==> config.mk <==
export PLATFORM = sky130hd
export DESIGN_NAME = pmc_mfr_regs
export DESIGN_NICKNAME = d
export VERILOG_FILES = /design/src/design/pmc_pkg.sv /design/src/design/pmc_mfr_regs.sv /design/src/design/pmc_cal_check.sv
export SDC_FILE = /design/constraint.sdc
export NUM_CORES = 1
export LEC_CHECK = 0
export BUFFER_PORTS_ARGS = -buffer_cell sky130_fd_sc_hd__buf_2
export CAP_MARGIN = 20
export CORE_UTILIZATION = 57
export CTS_CLUSTER_DIAMETER = 150
export DETAILED_ROUTE_END_ITERATION = 8
export PLACE_DENSITY = 0.8
export SLEW_MARGIN = 0
export SYNTH_ARGS = -nofsm -noshare
export SYNTH_HDL_FRONTEND = slang
export SYNTH_HIERARCHICAL = 1
export SYNTH_SLANG_ARGS = --single-unit
==> constraint.sdc <==
create_clock -name clk_sys -period 8.4 [get_ports clk_sys]
set_input_delay 1.68 -clock clk_sys [delete_from_list [all_inputs] [get_ports clk_sys]]
set_output_delay 1.68 -clock clk_sys [all_outputs]
set_load 0.05 [all_outputs]
==> src/design/pmc_pkg.sv <==
package pmc_pkg;

  // command codes
  localparam logic [7:0] CMD_DEV_TYPE   = 8'hd0;
  localparam logic [7:0] CMD_VOUT_GAIN  = 8'hd1;
  localparam logic [7:0] CMD_VOUT_OFS   = 8'hd2;
  localparam logic [7:0] CMD_VIN_GAIN   = 8'hd3;
  localparam logic [7:0] CMD_VIN_OFS    = 8'hd4;
  localparam logic [7:0] CMD_IOUT_GAIN  = 8'hd6;
  localparam logic [7:0] CMD_IOUT_OFS   = 8'hd7;
  localparam logic [7:0] CMD_FW_REV     = 8'hdb;
  localparam logic [7:0] CMD_ARA_CFG    = 8'he0;
  localparam logic [7:0] CMD_PG_POL     = 8'he2;
  localparam logic [7:0] CMD_DLS        = 8'hf0;

  // limits and reset values
  localparam logic [15:0] GAIN_MAX      = 16'h2666;
  localparam logic [15:0] GAIN_MIN      = 16'h1999;
  localparam logic [15:0] GAIN_RST      = 16'h2000;
  localparam logic [15:0] OFS_RST       = 16'h0000;
  localparam logic [4:0]  EXP_VOUT      = 5'h14;
  localparam logic [4:0]  EXP_VIN       = 5'h1d;
  localparam logic [4:0]  EXP_IOUT      = 5'h1c;
  localparam logic [7:0]  ARA_RST       = 8'h00;
  localparam logic [7:0]  PG_POL_RST    = 8'h01;
  localparam logic [7:0]  ARA_MASK      = 8'h1f;
  localparam int          ARA_BIT       = 4;
  localparam int          PG_POL_BIT    = 0;
  localparam int          WPE_BIT       = 1;
  localparam int          NAME_LSB      = 2;
  localparam int          INV_DATA_BIT  = 6;
  localparam int          DLS_BYTES     = 12;
  localparam logic [7:0]  SMB_ARA_ADDR  = 8'h0c;

  // one write byte of a command transaction from the smbus byte engine
  typedef struct packed {
    logic [7:0]  cmd;
    logic [3:0]  idx;
    logic [7:0]  data;
  } pmc_wr_s;

endpackage : pmc_pkg

==> src/design/pmc_mfr_regs.sv <==
//////////////////////////////////////////////////////////////////////////////////////////
//////////////////////////////////////////////////////////////////////////////////////////
`timescale 1ns/1ps
`default_nettype none
module pmc_mfr_regs #(
  parameter logic [15:0] FW_REV    = 16'h0000, // arbitrary value
  parameter logic [5:0]  MOD_NAME  = 6'h00     // arbitrary value
) (
  input  wire logic            clk_sys,       // 125 mhz clock
  input  wire logic            rst,           // async reset, active high
  input  wire logic            wr_byte,       // one write data byte strobe
  input  wire logic            wr_end,        // end of write transaction
  input  wire pmc_pkg::pmc_wr_s wr,           // command, byte index, byte
  input  wire logic [7:0]      rd_cmd,        // command being read
  input  wire logic [3:0]      rd_idx,        // byte index being read
  input  wire logic            fault_clear,   // clear faults pulse
  input  wire logic            alert_active,  // smbalert asserted
  input  wire logic [7:0]      strap_addr,    // resistor programmed address
  input  wire logic            power_good_out_int,     // internal power good
  output logic [7:0]           rd_data,       // read byte
  output logic [7:0]           resp_addr,     // address to answer
  output logic                 power_good_out,// power-good pin level
  output logic                 write_protect_on, // protection state
  output logic                 inv_data,      // comm_status_byte invalid-data
  output logic [15:0]          vout_gain,     // calibration outputs
  output logic [15:0]          vout_ofs,      // vout offset
  output logic [15:0]          vin_gain,      // vin gain
  output logic [15:0]          vin_ofs,       // vin offset
  output logic [15:0]          iout_gain,     // iout gain
  output logic [15:0]          iout_ofs       // iout offset
);

  //////////////////////////////////////////////////////////////////////////////////////////
  logic [15:0] word_q, word_d;
  logic        bad_q, bad_d;
  logic        wpe_q, wpe_d;
  logic [7:0]  ara_q, ara_d;
  logic [7:0]  pol_q, pol_d;
  logic        inv_q, inv_d;
  logic [15:0] cal_q [6];
  logic [15:0] cal_d [6];
  logic [7:0]  dls_q [pmc_pkg::DLS_BYTES];
  logic [7:0]  dls_d [pmc_pkg::DLS_BYTES];
  logic        ok;
  logic        prot;
  logic [2:0]  ci;
  logic        is_cal;

  pmc_cal_check u_chk (
    .cmd   (wr.cmd),
    .word  (word_q),
    .valid (ok)
  );

  always_comb begin
    is_cal = 1'b1;
    ci     = 3'd0;
    unique case (wr.cmd)
      pmc_pkg::CMD_VOUT_GAIN: ci = 3'd0;
      pmc_pkg::CMD_VOUT_OFS:  ci = 3'd1;
      pmc_pkg::CMD_VIN_GAIN:  ci = 3'd2;
      pmc_pkg::CMD_VIN_OFS:   ci = 3'd3;
      pmc_pkg::CMD_IOUT_GAIN: ci = 3'd4;
      pmc_pkg::CMD_IOUT_OFS:  ci = 3'd5;
      default:                is_cal = 1'b0;
    endcase
  end

  // protected commands: calibration and identity block
  assign prot = is_cal || (wr.cmd == pmc_pkg::CMD_DLS);

  //////////////////////////////////////////////////////////////////////////////////////////
  // words assemble low byte first; committed only at the end of the transaction so a
  // torn write never reaches the calibration path
  always_comb begin
    word_d = word_q;
    bad_d  = bad_q;
    wpe_d  = wpe_q;
    ara_d  = ara_q;
    pol_d  = pol_q;
    inv_d  = inv_q;
    cal_d  = cal_q;
    dls_d  = dls_q;
    if (wr_byte) begin
      if (wr.idx == 4'd0) begin
        word_d[7:0] = wr.data;
        bad_d       = 1'b0;
      end else if (wr.idx == 4'd1) begin
        word_d[15:8] = wr.data;
      end
      if ((wr.cmd == pmc_pkg::CMD_DLS) && !wpe_q) begin
        if (wr.idx < 4'(pmc_pkg::DLS_BYTES)) begin
          dls_d[wr.idx] = wr.data;
        end else begin
          bad_d = 1'b1;
        end
      end
    end
    if (fault_clear) begin
      inv_d = 1'b0;
    end
    if (wr_end) begin
      // an out-of-range block index must not poison the next block write
      bad_d = 1'b0;
      if (prot && wpe_q) begin
        inv_d = inv_d;
      end else if (is_cal) begin
        if (ok) begin
          cal_d[ci] = word_q;
        end else begin
          inv_d = 1'b1;
        end
      end else if (wr.cmd == pmc_pkg::CMD_DEV_TYPE) begin
        wpe_d = word_q[pmc_pkg::WPE_BIT];
      end else if (wr.cmd == pmc_pkg::CMD_ARA_CFG) begin
        ara_d = word_q[7:0] & pmc_pkg::ARA_MASK;
      end else if (wr.cmd == pmc_pkg::CMD_PG_POL) begin
        pol_d = {7'h00, word_q[pmc_pkg::PG_POL_BIT]};
      end else if (wr.cmd == pmc_pkg::CMD_FW_REV) begin
        inv_d = 1'b1;
      end else if ((wr.cmd == pmc_pkg::CMD_DLS) && bad_q) begin
        inv_d = 1'b1;
      end
    end
  end

  // set wins over fault clear since the set is applied last
  always_ff @(posedge clk_sys or posedge rst) begin
    if (rst) begin
      word_q <= 16'h0000;
      bad_q  <= 1'b0;
      wpe_q  <= 1'b0;
      ara_q  <= pmc_pkg::ARA_RST;
      pol_q  <= pmc_pkg::PG_POL_RST;
      inv_q  <= 1'b0;
      for (int i = 0; i < 6; i++) begin
        cal_q[i] <= i[0] ? pmc_pkg::OFS_RST : pmc_pkg::GAIN_RST;
      end
      for (int i = 0; i < pmc_pkg::DLS_BYTES; i++) begin
        dls_q[i] <= 8'h00;
      end
    end else begin
      word_q <= word_d;
      bad_q  <= bad_d;
      wpe_q  <= wpe_d;
      ara_q  <= ara_d;
      pol_q  <= pol_d;
      inv_q  <= inv_d;
      cal_q  <= cal_d;
      dls_q  <= dls_d;
    end
  end

  //////////////////////////////////////////////////////////////////////////////////////////
  logic [15:0] rword;
  always_comb begin
    rword = 16'h0000;
    unique case (rd_cmd)
      pmc_pkg::CMD_DEV_TYPE:  rword = {8'h00, MOD_NAME, wpe_q, 1'b0};
      pmc_pkg::CMD_VOUT_GAIN: rword = cal_q[0];
      pmc_pkg::CMD_VOUT_OFS:  rword = cal_q[1];
      pmc_pkg::CMD_VIN_GAIN:  rword = cal_q[2];
      pmc_pkg::CMD_VIN_OFS:   rword = cal_q[3];
      pmc_pkg::CMD_IOUT_GAIN: rword = cal_q[4];
      pmc_pkg::CMD_IOUT_OFS:  rword = cal_q[5];
      pmc_pkg::CMD_FW_REV:    rword = FW_REV;
      pmc_pkg::CMD_ARA_CFG:   rword = {8'h00, ara_q};
      pmc_pkg::CMD_PG_POL:    rword = {8'h00, pol_q};
      default:                rword = 16'h0000;
    endcase
    if (rd_cmd == pmc_pkg::CMD_DLS) begin
      rd_data = (rd_idx < 4'(pmc_pkg::DLS_BYTES)) ? dls_q[rd_idx] : 8'h00;
    end else begin
      rd_data = rd_idx[0] ? rword[15:8] : rword[7:0];
    end
  end

  // alert response address only while alert is up and enabled
  assign resp_addr = (ara_q[pmc_pkg::ARA_BIT] && alert_active) ?
                     pmc_pkg::SMB_ARA_ADDR : strap_addr;
  assign power_good_out   = pol_q[pmc_pkg::PG_POL_BIT] ? power_good_out_int : !power_good_out_int;
  assign write_protect_on = wpe_q;
  assign inv_data  = inv_q;
  assign vout_gain = cal_q[0];
  assign vout_ofs  = cal_q[1];
  assign vin_gain  = cal_q[2];
  assign vin_ofs   = cal_q[3];
  assign iout_gain = cal_q[4];
  assign iout_ofs  = cal_q[5];

  //////////////////////////////////////////////////////////////////////////////////////////
  // whole calibration set is compared, since the command and its index move on
  // once the transaction is over
  prot_hold_a: assert property (@(posedge clk_sys) disable iff (rst)
    (wr_end && is_cal && wpe_q)
    |=> $stable({vout_gain, vout_ofs, vin_gain, vin_ofs, iout_gain, iout_ofs}))
    else $error("protected calibration write took effect");
  prot_quiet_a: assert property (@(posedge clk_sys) disable iff (rst)
    (wr_end && prot && wpe_q && !inv_q && !fault_clear) |=> !inv_q)
    else $error("locked write raised invalid data");
  gain_range_a: assert property (@(posedge clk_sys) disable iff (rst)
    (vout_gain >= 16'h1999) && (vout_gain <= 16'h2666))
    else $error("vout gain left its range");
  ofs_exp_a: assert property (@(posedge clk_sys) disable iff (rst)
    (wr_end && !wpe_q && wr.cmd == pmc_pkg::CMD_VIN_OFS && word_q[15:11] != 5'h1d)
    |=> inv_q && $stable(vin_ofs))
    else $error("bad vin offset exponent accepted");
  fw_ro_a: assert property (@(posedge clk_sys) disable iff (rst)
    (rd_cmd == pmc_pkg::CMD_FW_REV && !rd_idx[0]) |-> rd_data == FW_REV[7:0])
    else $error("firmware revision low byte wrong");
  fw_hi_a: assert property (@(posedge clk_sys) disable iff (rst)
    (rd_cmd == pmc_pkg::CMD_FW_REV && rd_idx[0]) |-> rd_data == FW_REV[15:8])
    else $error("firmware revision high byte wrong");
  fw_ro_write_a: assert property (@(posedge clk_sys) disable iff (rst)
    (wr_end && wr.cmd == pmc_pkg::CMD_FW_REV) |=> inv_q)
    else $error("firmware revision write not refused");
  ara_sel_a: assert property (@(posedge clk_sys) disable iff (rst)
    (alert_active && ara_q[4]) |-> resp_addr == 8'h0c)
    else $error("alert response address not used");
  pg_sense_a: assert property (@(posedge clk_sys) disable iff (rst)
    (pol_q[0] == 1'b0) |-> power_good_out == !power_good_out_int)
    else $error("power good polarity wrong");
  pol_ro_a: assert property (@(posedge clk_sys) disable iff (rst)
    pol_q[7:1] == 7'h00)
    else $error("polarity reserved bits set");
  dls_prot_a: assert property (@(posedge clk_sys) disable iff (rst)
    (wr_byte && wpe_q && wr.cmd == pmc_pkg::CMD_DLS && wr.idx == 4'd0)
    |=> $stable(dls_q[0]))
    else $error("protected identity byte changed");
  wpe_set_a: assert property (@(posedge clk_sys) disable iff (rst)
    (wr_end && wr.cmd == pmc_pkg::CMD_DEV_TYPE) |=> wpe_q == $past(word_q[1]))
    else $error("write protect bit not taken");
  inv_sticky_a: assert property (@(posedge clk_sys) disable iff (rst)
    (inv_q && !fault_clear) |=> inv_q)
    else $error("invalid data flag lost");
  dls_range_a: assert property (@(posedge clk_sys) disable iff (rst)
    (wr_end && !wpe_q && wr.cmd == pmc_pkg::CMD_DLS && bad_q) |=> inv_q)
    else $error("out of range identity byte not flagged");
  cal_reject_a: assert property (@(posedge clk_sys) disable iff (rst)
    (wr_end && !wpe_q && wr.cmd == pmc_pkg::CMD_VOUT_GAIN && word_q > 16'h2666)
    |=> inv_q && $stable(vout_gain))
    else $error("out of range gain accepted");
  exp_vout_a: assert property (@(posedge clk_sys) disable iff (rst)
    (wr_end && !wpe_q && wr.cmd == pmc_pkg::CMD_VOUT_OFS && word_q[15:11] != 5'h14)
    |=> inv_q)
    else $error("bad vout offset exponent accepted");

  cal_write_c: cover property (@(posedge clk_sys) wr_end && is_cal && ok && !wpe_q);
  prot_write_c: cover property (@(posedge clk_sys) wr_end && prot && wpe_q);
  ara_use_c: cover property (@(posedge clk_sys) alert_active && ara_q[4]);
  fw_write_c: cover property (@(posedge clk_sys) wr_end && wr.cmd == pmc_pkg::CMD_FW_REV);
  dls_full_c: cover property (@(posedge clk_sys) wr_byte && wr.cmd == pmc_pkg::CMD_DLS
                              && wr.idx == 4'd11);

endmodule : pmc_mfr_regs
`default_nettype wire

==> src/design/pmc_cal_check.sv <==
`timescale 1ns/1ps
`default_nettype none
module pmc_cal_check (
  input  wire logic [7:0]  cmd,    // command code
  input  wire logic [15:0] word,   // assembled data word
  output logic             valid   // value within limits
);
  always_comb begin
    unique case (cmd)
      pmc_pkg::CMD_VOUT_GAIN, pmc_pkg::CMD_VIN_GAIN, pmc_pkg::CMD_IOUT_GAIN:
        valid = (word >= pmc_pkg::GAIN_MIN) && (word <= pmc_pkg::GAIN_MAX);
      pmc_pkg::CMD_VOUT_OFS:
        valid = (word[15:11] == pmc_pkg::EXP_VOUT);
      pmc_pkg::CMD_VIN_OFS:
        valid = (word[15:11] == pmc_pkg::EXP_VIN);  // linear11
      pmc_pkg::CMD_IOUT_OFS:
        valid = (word[15:11] == pmc_pkg::EXP_IOUT);
      default:
        valid = 1'b1;
    endcase
  end
endmodule : pmc_cal_check
`default_nettype wire

# == After elaboration in Yosys (flattened, before gate mapping) ==
# Cells that the tools add are included.
# word_totals
register_bits,217
wordCells,121
output_inout_bits,115
input_bits,47
# op_classes
n_eq_ne,25
n_bitwise,8
magnitude_cmp,9
mux,33
reduce_logical,21
# op_table
op,n
bitwise mux 96 bit,2
== test 8 bit (second input constant),21
case mux 16 bit (9 select lines),1
2-to-1 mux 8 bit,7
demux 16 bit (select 3 bit),1
binary-select mux 8 bit (select 4 bit),1
demux 8 bit (select 4 bit),1
2-to-1 mux 1 bit,17
greater-or-equal comparator 16 x 13 -> 1 bit (second input constant),1
less-or-equal comparator 16 x 14 -> 1 bit (second input constant),1
2-to-1 mux 16 bit,1
== test 5 bit (second input constant),3
case mux 3 bit (5 select lines),1
greater-or-equal comparator 5 bit (second input constant),2
NOT 4 -> 5 bit,2
< comparator 4 bit (second input constant),2
AND reduction 4 bit,2
logical AND 1 bit,7
AND reduction 3 bit,2
AND reduction 6 bit,1
OR reduction 6 bit,1
< comparator 5 x 1 -> 1 bit (second input constant),1
NOT 1 bit,5
AND reduction 5 bit,1
11 further kinds,12

# == Depth between registers and ports, before layout ==
# Gate-level depths: netlist of run 1.
# depth
ltp_word,10
mapped_depth,10
depth_no_buf,8

# == Hierarchy ==
# The synthesis of run 1 kept the hierarchy.
# modules_own_cells
mod,area_per_inst_um2,cells_per_inst,n_inst
pmc_mfr_regs,10342.4,734,1
pmc_cal_check,265.3,33,1

# == Worst setup path before layout of run 1 ==
# No wires, ideal clock.
# synth_timing
path_kind,input-to-output
startpoint,input rd_cmd[0]
endpoint,output rd_data[4]
path_buffers,2
required_ns,6.720
slack_ns,3.043
arrival_time_ns,3.677
cell_stages,5
path_cell_list,buf_2 nor2_1 clkbuf_1 nand4_1 o21ai_0
# synth_between
elab_chain_len,4
elab_cells_between_ends,13
cone_classes,eq/ne: 10; mux: 3
# synth_rtl
element,line,source
from (decl),pmc_mfr_regs.sv:14,"input wire logic [7:0] rd_cmd,"
== test 8 bit,pmc_mfr_regs.sv:158,unique case (rd_cmd)
case mux 16 bit (9 select lines),pmc_mfr_regs.sv:158,
2-to-1 mux 8 bit,pmc_mfr_regs.sv:174,rd_data = rd_idx[0] ? rword[15:8] : rword[7:0];
2-to-1 mux 8 bit *,pmc_mfr_regs.sv:171,if (rd_cmd == pmc_pkg::CMD_DLS) begin
to (decl),pmc_mfr_regs.sv:20,"output logic [7:0] rd_data,"
# Every way passes the cells marked *; elsewhere a longest branch is shown, timed or not.

# == Worst setup path in the final report of run 1 ==
# layout_timing
startpoint,input rd_cmd[2]
endpoint,output rd_data[0]
# Same word-level chain as after synthesis.

==> results by group, run 1 <==
Routing
  • Drt wl/cell: 23.76 um
  • Post-route ant nets: 0
  • Via/cell ratio: 6.357
  • First-pass DRT Iterations: 7
  • Routed wire length: 27560 um
  • Residual DRC: 40
  • Via total after detailed routing: 7374
  • First-iteration detailed-routing DRC count: 537

Timing
  • Worst clock skew: 0.02407 ns
  • Worst hold slack: 0.5004 ns
  • Max-slew violations: 0
  • Final worst slack: 2.539 ns
  • RSZ-0062 raised after global routing: no
  • Tightest Pin Transition: 1.073 ns
  • Period utilization: 0.6978
  • Final Hold Vio Count: 0
  • Setup_tns: 0 ns
  • Max_slew headroom: 0.2746
  • Fmax: 170.6 MHz
  • Fin crit period: 5.861 ns
  • Final setup viols: 0

Clock tree
  • Reg clk slew, reported paths: 0.06 ns
  • Clk Latency, worst-skew pair: 0.52 ns
  • Post-CTS Setup Repair Bufs: 0
  • CTS root buf: clkbuf_16
  • H-tree depth: 1
  • CTS Buffer Depth: 3
  • CTS tree: yes
  • Hold buffer count at cts: 0
  • Num CTS Buffers: 23
  • Post-CTS sizing: 0
  • CTS sink count: 217

GRT
  • Met2 usage: 0.4956
  • Global-route wire length before repair: 43750 um
  • Vias in the first global route: 7520
  • Largest net degree at the start of global routing: 131
  • GR peak layer: met2
  • Met1 Use GR: 0.3917
  • GRT Overall Usage: 0.2951
  • Initial antenna violation count: 0
  • Met3 GRT Util: 0.04191
  • Total gr overflow: 0

Synthesis
  • Number of synthesized flops with an enable pin: 0
  • Post-synthesis sequential area ratio: 0.5124
  • Synthesized netlist cell count: 767
  • Ranking of synthesized cells by area: dfrtp_1 (50%), mux2_2 (22%), mux4_2 (5.9%), mux2_4 (2.1%), mux2i_1 (1.2%)
  • Post-Syn Area: 10610 um^2
  • Yosys top cell by area: dfrtp_1
  • Asr flop ratio synth: 1.000
  • Yosys reg bits: 217
  • Post-synthesis cell type count: 72
  • Top_reg_cell synth: dfrtp_1
  • Mean Syn Cell Area: 13.83 um^2
  • YS warnings: 6
  • Mapped Nets: 814
  • Top cell type's share of synthesized area: 0.5025

Die
  • Die Area: 19160 um^2
  • # IOs: 162
  • Core area: 18090 um^2
  • Starting Density: 0.5865
  • Cell Rows: 49
  • DIE WIDTH: 138.4 um
  • Die span in y: 138.4 um

Power and ir drop
  • Final total power: 2.413 mW
  • Cell leakage power: 6.089 nW
  • PD cells: 196.4 nW/um^2
  • VDD IR-drop max: 0.0001873 V

Placement
  • Place WS: 2.623 ns
  • DP HPWL: 18720 um
  • Placer congestion estimate: 0.9854
  • PortBufs: 161
  • Placed cell areas: 11520 um^2
  • Dpl cells: 1117

Critical path
  • CP max-delay cell: nor4bb_1
  • Crit. End Element: output pin
  • Crit start category: input port
  • CP top delay family: simple AND/OR/NAND/NOR gates
  • Crit-path max cell delay: 0.96 ns
  • WP data required: 6.72 ns
  • CP cell instances: buf_2, nor4bb_1, nand2_1, a32oi_1, a31o_2, buf_2
  • Crit path buf inv count: 2
  • Top cell by count, worst path: buf_2
  • Critical path type: in2out
  • Critical path arrival: 4.18 ns
  • Crit path max fanout: 20
  • FF-to-FF setup slack: 4.57 ns

Cells and area
  • Antenna Cells: 0
  • Most frequent cells in the layout: dfrtp_1 (213), mux2_2 (203), buf_2 (161), mux4_2 (28), clkbuf_16 (23)
  • Finished Layout Cells: 1160
  • Final instance area: 12280 um^2
  • Commonest non-fill, non-tap cell in the layout: dfrtp_1
  • Area Overhead vs Synth: 15.81%
  • Final Util: 0.6792
  • Layout cells sized above 1: 0.5091
  • Fin nets: 961

Run status
  • Failing checks: DRC
  • Outcome: finished with violations

Worst hold path
  • Hold crit path type: reg2reg

Run
  • Max-cap violation count: 0
==> worst register-to-register path, stage by stage (launching register included) <==
cell	delay, ns
dfrtp_1	0.57
or4_4	0.62
nor4_2	0.31
a211oi_1	0.08
a22oi_1	0.27
nand2_1	0.11
nor4_1	0.62
nand3_2	0.64
mux2_2	0.50
==> final cells by class <==
class	count	area, um^2
Clock buffer	31	625.6
Clock inverter	11	111.4
Fill cell	1300	5802
Inverter	10	45.04
Multi-Input combinational cell	497	4917
Sequential cell	217	5435
Tap cell	229	286.5
Timing Repair Buffer	165	863.3
==> path summary, 6_finish.rpt <==
check                                       startpoint                 endpoint  cells after the start
max in group asynchronous                          rst    dls_q[11]$_DFFE_PP0P_                      4
worst min register to register   dls_q[45]$_DFFE_PP0P_    dls_q[45]$_DFFE_PP0P_                      1
worst max-delay path                         rd_cmd[2]               rd_data[0]                      6
min in group asynchronous                          rst    dls_q[71]$_DFFE_PP0P_                      2
worst min-delay path             dls_q[45]$_DFFE_PP0P_    dls_q[45]$_DFFE_PP0P_                      1
worst max register to register  word_q[12]$_DFFE_PP0P_  vin_gain[4]$_DFFE_PP0P_                      8
==> sequential cells by signal (all words and copies together) (netlist names), 5 cells and up <==
register / cells
ara_q: 5
dls_q: 96
iout_gain: 16
iout_ofs: 16
vin_gain: 16
vin_ofs: 16
vout_gain: 16
vout_ofs: 16
word_q: 16
==> where the power goes <==
part	internal (mW)	switching [mW]	total (mW)
clock network	0.586	0.412	0.997
logic	0.0853	0.167	0.252
registers	1.08	0.0821	1.16
total	1.75	0.661	2.41
==> per-layer routing <==
layer	routed length, um	part of all wire
met4	1008	0.037
met2	13510	0.49
met1	11150	0.40
met5	0	0
met3	1889	0.069
==> synthesized netlist by cell type (all sizes together) (10+ instances only) <==
library cell  number
nand3             11
a221oi            12
dfrtp            213
nor2              25
nor2b             20
a21oi             11
inv               10
mux2i             13
mux4              28
nand2             21
a22oi             14
buf               23
and2              10
mux2             218
clkbuf            20
==> logic make-up after synthesis <==
group,synth area share
mux,0.3084
flops,0.5124
simple gates,0.07985
compound gates,0.07195
buf+inv,0.02406
xor+xnor,0.003303
Note: power is estimated with default switching activity, not from simulation.
==> run 2: changes to the inputs <==
--- a/config.mk
+++ b/config.mk
@@ -7,10 +7,10 @@
 export LEC_CHECK = 0
 export BUFFER_PORTS_ARGS = -buffer_cell sky130_fd_sc_hd__buf_2
 export CAP_MARGIN = 20
-export CORE_UTILIZATION = 57
+export CORE_UTILIZATION = 52
 export CTS_CLUSTER_DIAMETER = 150
 export DETAILED_ROUTE_END_ITERATION = 8
-export PLACE_DENSITY = 0.8
+export PLACE_DENSITY = 0.77
 export SLEW_MARGIN = 0
 export SYNTH_ARGS = -nofsm -noshare
 export SYNTH_HDL_FRONTEND = slang
==> constraint.sdc (replaced) <==
create_clock -name clk_sys -period 4.82 [get_ports clk_sys]
set_input_delay 0.964 -clock clk_sys [delete_from_list [all_inputs] [get_ports clk_sys]]
set_output_delay 0.964 -clock clk_sys [all_outputs]
set_load 0.05 [all_outputs]
==> results by group, run 2 (synthesized netlist as in run 1, its figures left out) <==
Clock tree
  • Reg clk slew, reported paths: 0.06 ns (about the same)
  • CTS Buffer Depth: 3 (unchanged)
  • CTS root buf: clkbuf_16
  • Post-CTS sizing: 0 (unchanged)
  • Clk Latency, worst-skew pair: 0.52 ns (about the same)
  • CTS sink count: 217 (unchanged)
  • H-tree depth: 1 (unchanged)
  • CTS tree: yes
  • Post-CTS Setup Repair Bufs: 0 (unchanged)
  • Num CTS Buffers: 23 (unchanged)
  • Hold buffer count at cts: 0 (unchanged)

Timing
  • Worst hold slack: 0.4996 ns (-0.0008330 ns)
  • Final setup viols: 0 (unchanged)
  • Max_slew headroom: 0.3717 (+0.09711)
  • Period utilization: 0.8656
  • Tightest Pin Transition: 0.9404 ns (-0.1330 ns)
  • Fin crit period: 4.172 ns
  • Max-slew violations: 0 (unchanged)
  • Worst clock skew: 0.02285 ns (-0.001221 ns)
  • Final Hold Vio Count: 0 (unchanged)
  • Setup_tns: 0 ns (unchanged)
  • RSZ-0062 raised after global routing: no
  • Fmax: 239.7 MHz
  • Final worst slack: 0.6478 ns (-1.891 ns)

Critical path
  • Worst setup path startpoint: rd_idx[0]
  • Critical path arrival: 3.21 ns (-0.97 ns)
  • WP data required: 3.86 ns (-2.86 ns)
  • R2R Path End: vin_gain[15]$_DFFE_PP0P_
  • FF-to-FF setup slack: 1.05 ns (-3.52 ns)
  • Critical path type: in2out
  • Crit path to: rd_data[4]
  • Crit path max fanout: 20 (unchanged)
  • Reg-to-reg startpoint: word_q[12]$_DFFE_PP0P_
  • Crit start category: input port
  • Crit. End Element: output pin
  • Reg2Reg Depth: 8 (unchanged)

Placement
  • Dpl cells: 1159 (+3.8%)
  • PortBufs: 161 (unchanged)
  • Placed cell areas: 11620 um^2 (+0.90%)
  • Placer congestion estimate: 0.9900 (+0.47%)
  • Place WS: 0.6413 ns (-1.982 ns)
  • DP HPWL: 18860 um (+0.72%)

Die
  • # IOs: 162 (unchanged)
  • DIE WIDTH: 144.8 um (+4.6%)
  • Starting Density: 0.5380 (-0.04853)
  • Die Area: 20970 um^2 (+9.5%)
  • Die span in y: 144.8 um (+4.6%)
  • Cell Rows: 51 (+4.1%)
  • Core area: 19720 um^2 (+9.0%)

Cells and area
  • Most frequent cells in the layout: dfrtp_1 (213), mux2_2 (203), buf_2 (161), mux4_2 (28), clkbuf_16 (23)
  • # fillers: 1493 (+15%)
  • Largest register FFs: 96 (unchanged)
  • Final instance area: 12380 um^2 (+0.76%)
  • Commonest non-fill, non-tap cell in the layout: dfrtp_1
  • Antenna Cells: 0 (unchanged)
  • Area Overhead vs Synth: 16.69%
  • Layout cells sized above 1: 0.5107 (+0.001554)
  • Finished Layout Cells: 1201 (+3.5%)
  • Fin nets: 966 (+0.52%)
  • Top reg by flops: dls_q

Worst hold path
  • Hold path depth: 1 (unchanged)
  • Hold crit path type: reg2reg

Routing
  • Via total after detailed routing: 7333 (-0.56%)
  • Highest Signal Layer: met4
  • Residual DRC: 0 (-100%)
  • Met2 Routed Length: 12970 um (-4.0%)
  • Routed wire length: 26840 um (-2.6%)
  • Via/cell ratio: 6.106 (-4.0%)
  • Routed wire length on met3: 1806 um (-4.4%)
  • Met1 Wirelength: 11000 um (-1.4%)
  • Post-route ant nets: 0 (unchanged)
  • First-pass DRT Iterations: 5 (-2)
  • First-iteration detailed-routing DRC count: 449 (-16%)
  • Drt wl/cell: 22.35 um (-5.9%)

GRT
  • Largest net degree at the start of global routing: 84 (-36%)
  • GRT Overall Usage: 0.2625 (-0.03251)
  • Initial antenna violation count: 0 (unchanged)
  • Global-route wire length before repair: 41740 um (-4.6%)
  • Vias in the first global route: 7295 (-3.0%)
  • Total gr overflow: 0 (unchanged)

Power and ir drop
  • Sequential power share: 0.481 (about the same)
  • Comb pwr share: 0.105 (about the same)
  • Clock share of power: 0.414 (about the same)
  • Internal: 3.069 mW (+75%)
  • Sw Ratio: 0.2720 (-0.001886)
  • P_sw: 1.147 mW (+74%)
  • Cell leakage power: 6.116 nW (+0.45%)
  • PD cells: 340.6 nW/um^2 (+73%)
  • VDD IR-drop max: 0.0003367 V (+80%)

Run status
  • Outcome: finished, final reports clean

Run
  • Max-cap violation count: 0 (unchanged)
[run 2: changes by cell type in the layout (fill, tap and decap cells not counted), sizes merged]
| cell | previous run | this run |
|---|---|---|
| bufinv | 2 | 1 |
| buf | 165 | 170 |
| clkbuf | 31 | 36 |
| inv | 11 | 10 |
| clkinv | 7 | 4 |
[run 2: area by class of cell]
type	count	area, um^2	area share
sequential	217	5435	0.4391
multi-input combinational	497	4917	0.3973
timing repair buffer	170	898.4	0.07258
clock buffer	36	684.4	0.05529
tap	265	331.6	0.02679
clock inverter	6	70.07	0.005661
inverter	10	41.29	0.003336
[run 2: worst min-delay path by stage]
stage / startpoint / end
2_1_floorplan: dls_q[91]$_DFFE_PP0P_ / dls_q[91]$_DFFE_PP0P_
3_3_place_gp: dls_q[9]$_DFFE_PP0P_ / dls_q[9]$_DFFE_PP0P_
3_5_place_dp: dls_q[93]$_DFFE_PP0P_ / dls_q[93]$_DFFE_PP0P_
4_1_cts: dls_q[47]$_DFFE_PP0P_ / dls_q[47]$_DFFE_PP0P_
5_1_grt: dls_q[5]$_DFFE_PP0P_ / dls_q[5]$_DFFE_PP0P_
6_report: dls_q[47]$_DFFE_PP0P_ / dls_q[47]$_DFFE_PP0P_
[run 2: metrics by stage]
| stage | total power [mW] | utilization |
|---|---|---|
| 2_1_floorplan | 2.320 | - |
| 3_5_place_dp | 2.497 | 0.5895 |
| 3_3_place_gp | 2.484 | 0.5895 |
| 5_1_grt | 4.351 | 0.6278 |
| 4_1_cts | 4.249 | 0.6278 |
| 6_report | 4.216 | 0.6278 |
[run 2: critical path, cell delays in order]
cell,delay [ns]
buf_2,0.39
buf_4,0.36
mux4_2,0.54
a221oi_1,0.52
o21ai_0,0.19
buf_2,0.25
[run 2: power by group through the flow]
| stage | combinational (mW) | clock, mW | sequential, mW |
|---|---|---|---|
| 2_1_floorplan | 0.236 | 0 | 2.08 |
| 3_3_place_gp | 0.436 | 0 | 2.05 |
| 3_5_place_dp | 0.442 | 0 | 2.05 |
| 4_1_cts | 0.445 | 1.78 | 2.02 |
| 5_1_grt | 0.476 | 1.84 | 2.03 |
| 6_report | 0.442 | 1.75 | 2.03 |
[run 2: metal layers]
| metal | vias to the layer above | GRT usage |
|---|---|---|
| li1 | 3228 | - |
| met1 | 3728 | 0.3491 |
| met2 | 311 | 0.4319 |
| met3 | 66 | 0.03883 |
| met4 | 0 | 0.1086 |
| met5 | - | 0 |
==> run 3: changes to the inputs <==
--- a/config.mk
+++ b/config.mk
@@ -5,7 +5,7 @@
 export SDC_FILE = /design/constraint.sdc
 export NUM_CORES = 1
 export LEC_CHECK = 0
-export BUFFER_PORTS_ARGS = -buffer_cell sky130_fd_sc_hd__buf_2
+export BUFFER_PORTS_ARGS = -buffer_cell sky130_fd_sc_hd__clkbuf_2
 export CAP_MARGIN = 20
 export CORE_UTILIZATION = 52
 export CTS_CLUSTER_DIAMETER = 150
==> results by group, run 3 (synthesized netlist as in run 1, its figures left out) <==
GRT
  • Vias in the first global route: 7566 (+3.7%)
  • Global-route wire length before repair: 43000 um (+3.0%)
  • Largest net degree at the start of global routing: 118 (+40%)
  • GRT Overall Usage: 0.2725 (+0.009948)
  • Total gr overflow: 0 (unchanged)
  • Initial antenna violation count: 0 (unchanged)

Routing
  • Routed wire length: 27690 um (+3.2%)
  • First-pass DRT Iterations: 5 (unchanged)
  • Post-route ant nets: 0 (unchanged)
  • Via/cell ratio: 6.142 (+0.59%)
  • Residual DRC: 0 (unchanged)
  • Via total after detailed routing: 7364 (+0.42%)
  • First-iteration detailed-routing DRC count: 445 (-0.89%)
  • Drt wl/cell: 23.10 um (+3.3%)

Clock tree
  • H-tree depth: 1 (unchanged)
  • Post-CTS sizing: 0 (unchanged)
  • Num CTS Buffers: 23 (unchanged)
  • Clk Latency, worst-skew pair: 0.51 ns (about the same)
  • CTS sink count: 217 (unchanged)
  • Post-CTS Setup Repair Bufs: 0 (unchanged)
  • Reg clk slew, reported paths: 0.06 ns (about the same)
  • CTS Buffer Depth: 3 (unchanged)
  • Hold buffer count at cts: 0 (unchanged)
  • CTS tree: yes
  • CTS root buf: clkbuf_16

Critical path
  • Critical path arrival: 3.24 ns (+0.03 ns)
  • Crit path max fanout: 19 (-5.0%)
  • Crit start category: input port
  • Reg2Reg Depth: 8 (unchanged)
  • WP data required: 3.86 ns (about the same)
  • Crit. End Element: output pin
  • Reg-to-reg startpoint: word_q[12]$_DFFE_PP0P_
  • Critical path type: in2out
  • Worst setup path startpoint: rd_idx[0]

Timing
  • Max_slew headroom: 0.4469 (+0.07517)
  • Fmax: 237.6 MHz (-0.85%)
  • Final setup viols: 0 (unchanged)
  • RSZ-0062 raised after global routing: no
  • Period utilization: 0.8730 (+0.007439)
  • Final worst slack: 0.6120 ns (-0.03586 ns)
  • Fin crit period: 4.208 ns (+0.03586 ns)
  • Worst clock skew: 0.01433 ns (-0.008522 ns)
  • Final Hold Vio Count: 0 (unchanged)
  • Max-slew violations: 0 (unchanged)
  • Setup_tns: 0 ns (unchanged)
  • Tightest Pin Transition: 0.8280 ns (-0.1125 ns)

Cells and area
  • Finished Layout Cells: 1199 (-0.17%)
  • Fin nets: 967 (+0.10%)
  • Top reg by flops: dls_q
  • Most frequent cells in the layout: dfrtp_1 (213), mux2_2 (203), clkbuf_2 (161), mux4_2 (28), clkbuf_16 (23)
  • Largest register FFs: 96 (unchanged)
  • Layout cells sized above 1: 0.5107 (about the same)
  • Commonest non-fill, non-tap cell in the layout: dfrtp_1
  • # fillers: 1486 (-0.47%)
  • Antenna Cells: 0 (unchanged)
  • Final instance area: 12370 um^2 (about the same)
  • Area Overhead vs Synth: 16.60% (about the same)

Power and ir drop
  • Cell leakage power: 6.022 nW (-1.5%)
  • Final total power: 4.167 mW (-1.2%)
  • P_sw: 1.133 mW (-1.2%)
  • Clock share of power: 0.408 (-0.006)
  • Sw Ratio: 0.2719 (about the same)
  • PD cells: 336.9 nW/um^2 (-1.1%)
  • Internal: 3.034 mW (-1.1%)
  • Sequential power share: 0.485 (+0.004)
  • VDD IR-drop max: 0.0003323 V (-1.3%)
  • Comb pwr share: 0.107 (+0.002)

Placement
  • Dpl cells: 1160 (+0.086%)
  • DP HPWL: 18940 um (+0.43%)
  • Placed cell areas: 11640 um^2 (+0.17%)
  • PortBufs: 161 (unchanged)
  • Placer congestion estimate: 0.9845 (-0.56%)
  • Place WS: 0.7077 ns (+0.06640 ns)

Run
  • Max-cap violation count: 0 (unchanged)

Worst hold path
  • Hold wc startpoint: dls_q[39]$_DFFE_PP0P_
  • Hold crit path type: reg2reg
  • Hold path depth: 1 (unchanged)

Die
  • Core area: 19720 um^2 (unchanged)
  • # IOs: 162 (unchanged)
  • Starting Density: 0.5380 (unchanged)
  • Die span in y: 144.8 um (unchanged)
  • DIE WIDTH: 144.8 um (unchanged)
  • Cell Rows: 51 (unchanged)
  • Die Area: 20970 um^2 (unchanged)

Run status
  • Outcome: finished, final reports clean
==> run 3: changes by cell type in the layout (fill, tap and decap cells not counted), sizes merged <==
| cell | change |
|---|---|
| buf | -160 |
| clkbuf | +162 |
| inv | -1 |
| bufinv | -1 |
| clkinvlp | +1 |
| clkinv | -3 |
==> run 3: path summary, 6_finish.rpt <==
check	end	slack, ns
max in group asynchronous	iout_ofs[2]$_DFFE_PP0P_	3.68
min in group asynchronous	dls_q[57]$_DFFE_PP0P_	0.62
min	dls_q[39]$_DFFE_PP0P_	0.50
min reg2reg	dls_q[39]$_DFFE_PP0P_	0.50
max reg2reg	vin_gain[8]$_DFFE_PP0P_	0.99
max	rd_data[2]	0.61
==> run 3: routing by layer <==
| metal | part of all wire | global-route usage |
|---|---|---|
| met2 | 0.49 | 0.4633 |
| met3 | 0.063 | 0.04146 |
| met5 | 0 | 0 |
| met4 | 0.034 | 0.1080 |
| met1 | 0.41 | 0.3503 |
==> run 3: final cells by class <==
cell class	instances	area (um^2)	share of cell area
timing repair buffer	171	918.4	0.07425
multi-input combinational	497	4917	0.3976
tap	265	331.6	0.02681
sequential	217	5435	0.4395
clock inverter	2	16.27	0.001315
inverter	10	41.29	0.003338
clock buffer	37	708.2	0.05726
==> run 3: power by group through the flow <==
stage	logic, mW	registers [mW]	clock network [mW]
2_1_floorplan	0.236	2.08	0
3_3_place_gp	0.439	2.04	0
3_5_place_dp	0.446	2.05	0
4_1_cts	0.447	2.02	1.73
5_1_grt	0.478	2.03	1.81
6_report	0.446	2.02	1.70
==> run 3: per-stage QoR <==
step	hold WS [ns]	utilization
floorplan	0.4681	-
global placement	0.4815	0.5905
detailed placement	0.4878	0.5905
CTS	0.5031	0.6273
global route	0.5110	0.6273
finish	0.5012	0.6273
==> run 3: worst max-delay path: stages <==
cell	delay, ns
clkbuf_2	0.31
buf_4	0.34
mux4_2	0.54
a221oi_1	0.53
nor2_1	0.08
a31o_2	0.24
clkbuf_2	0.23
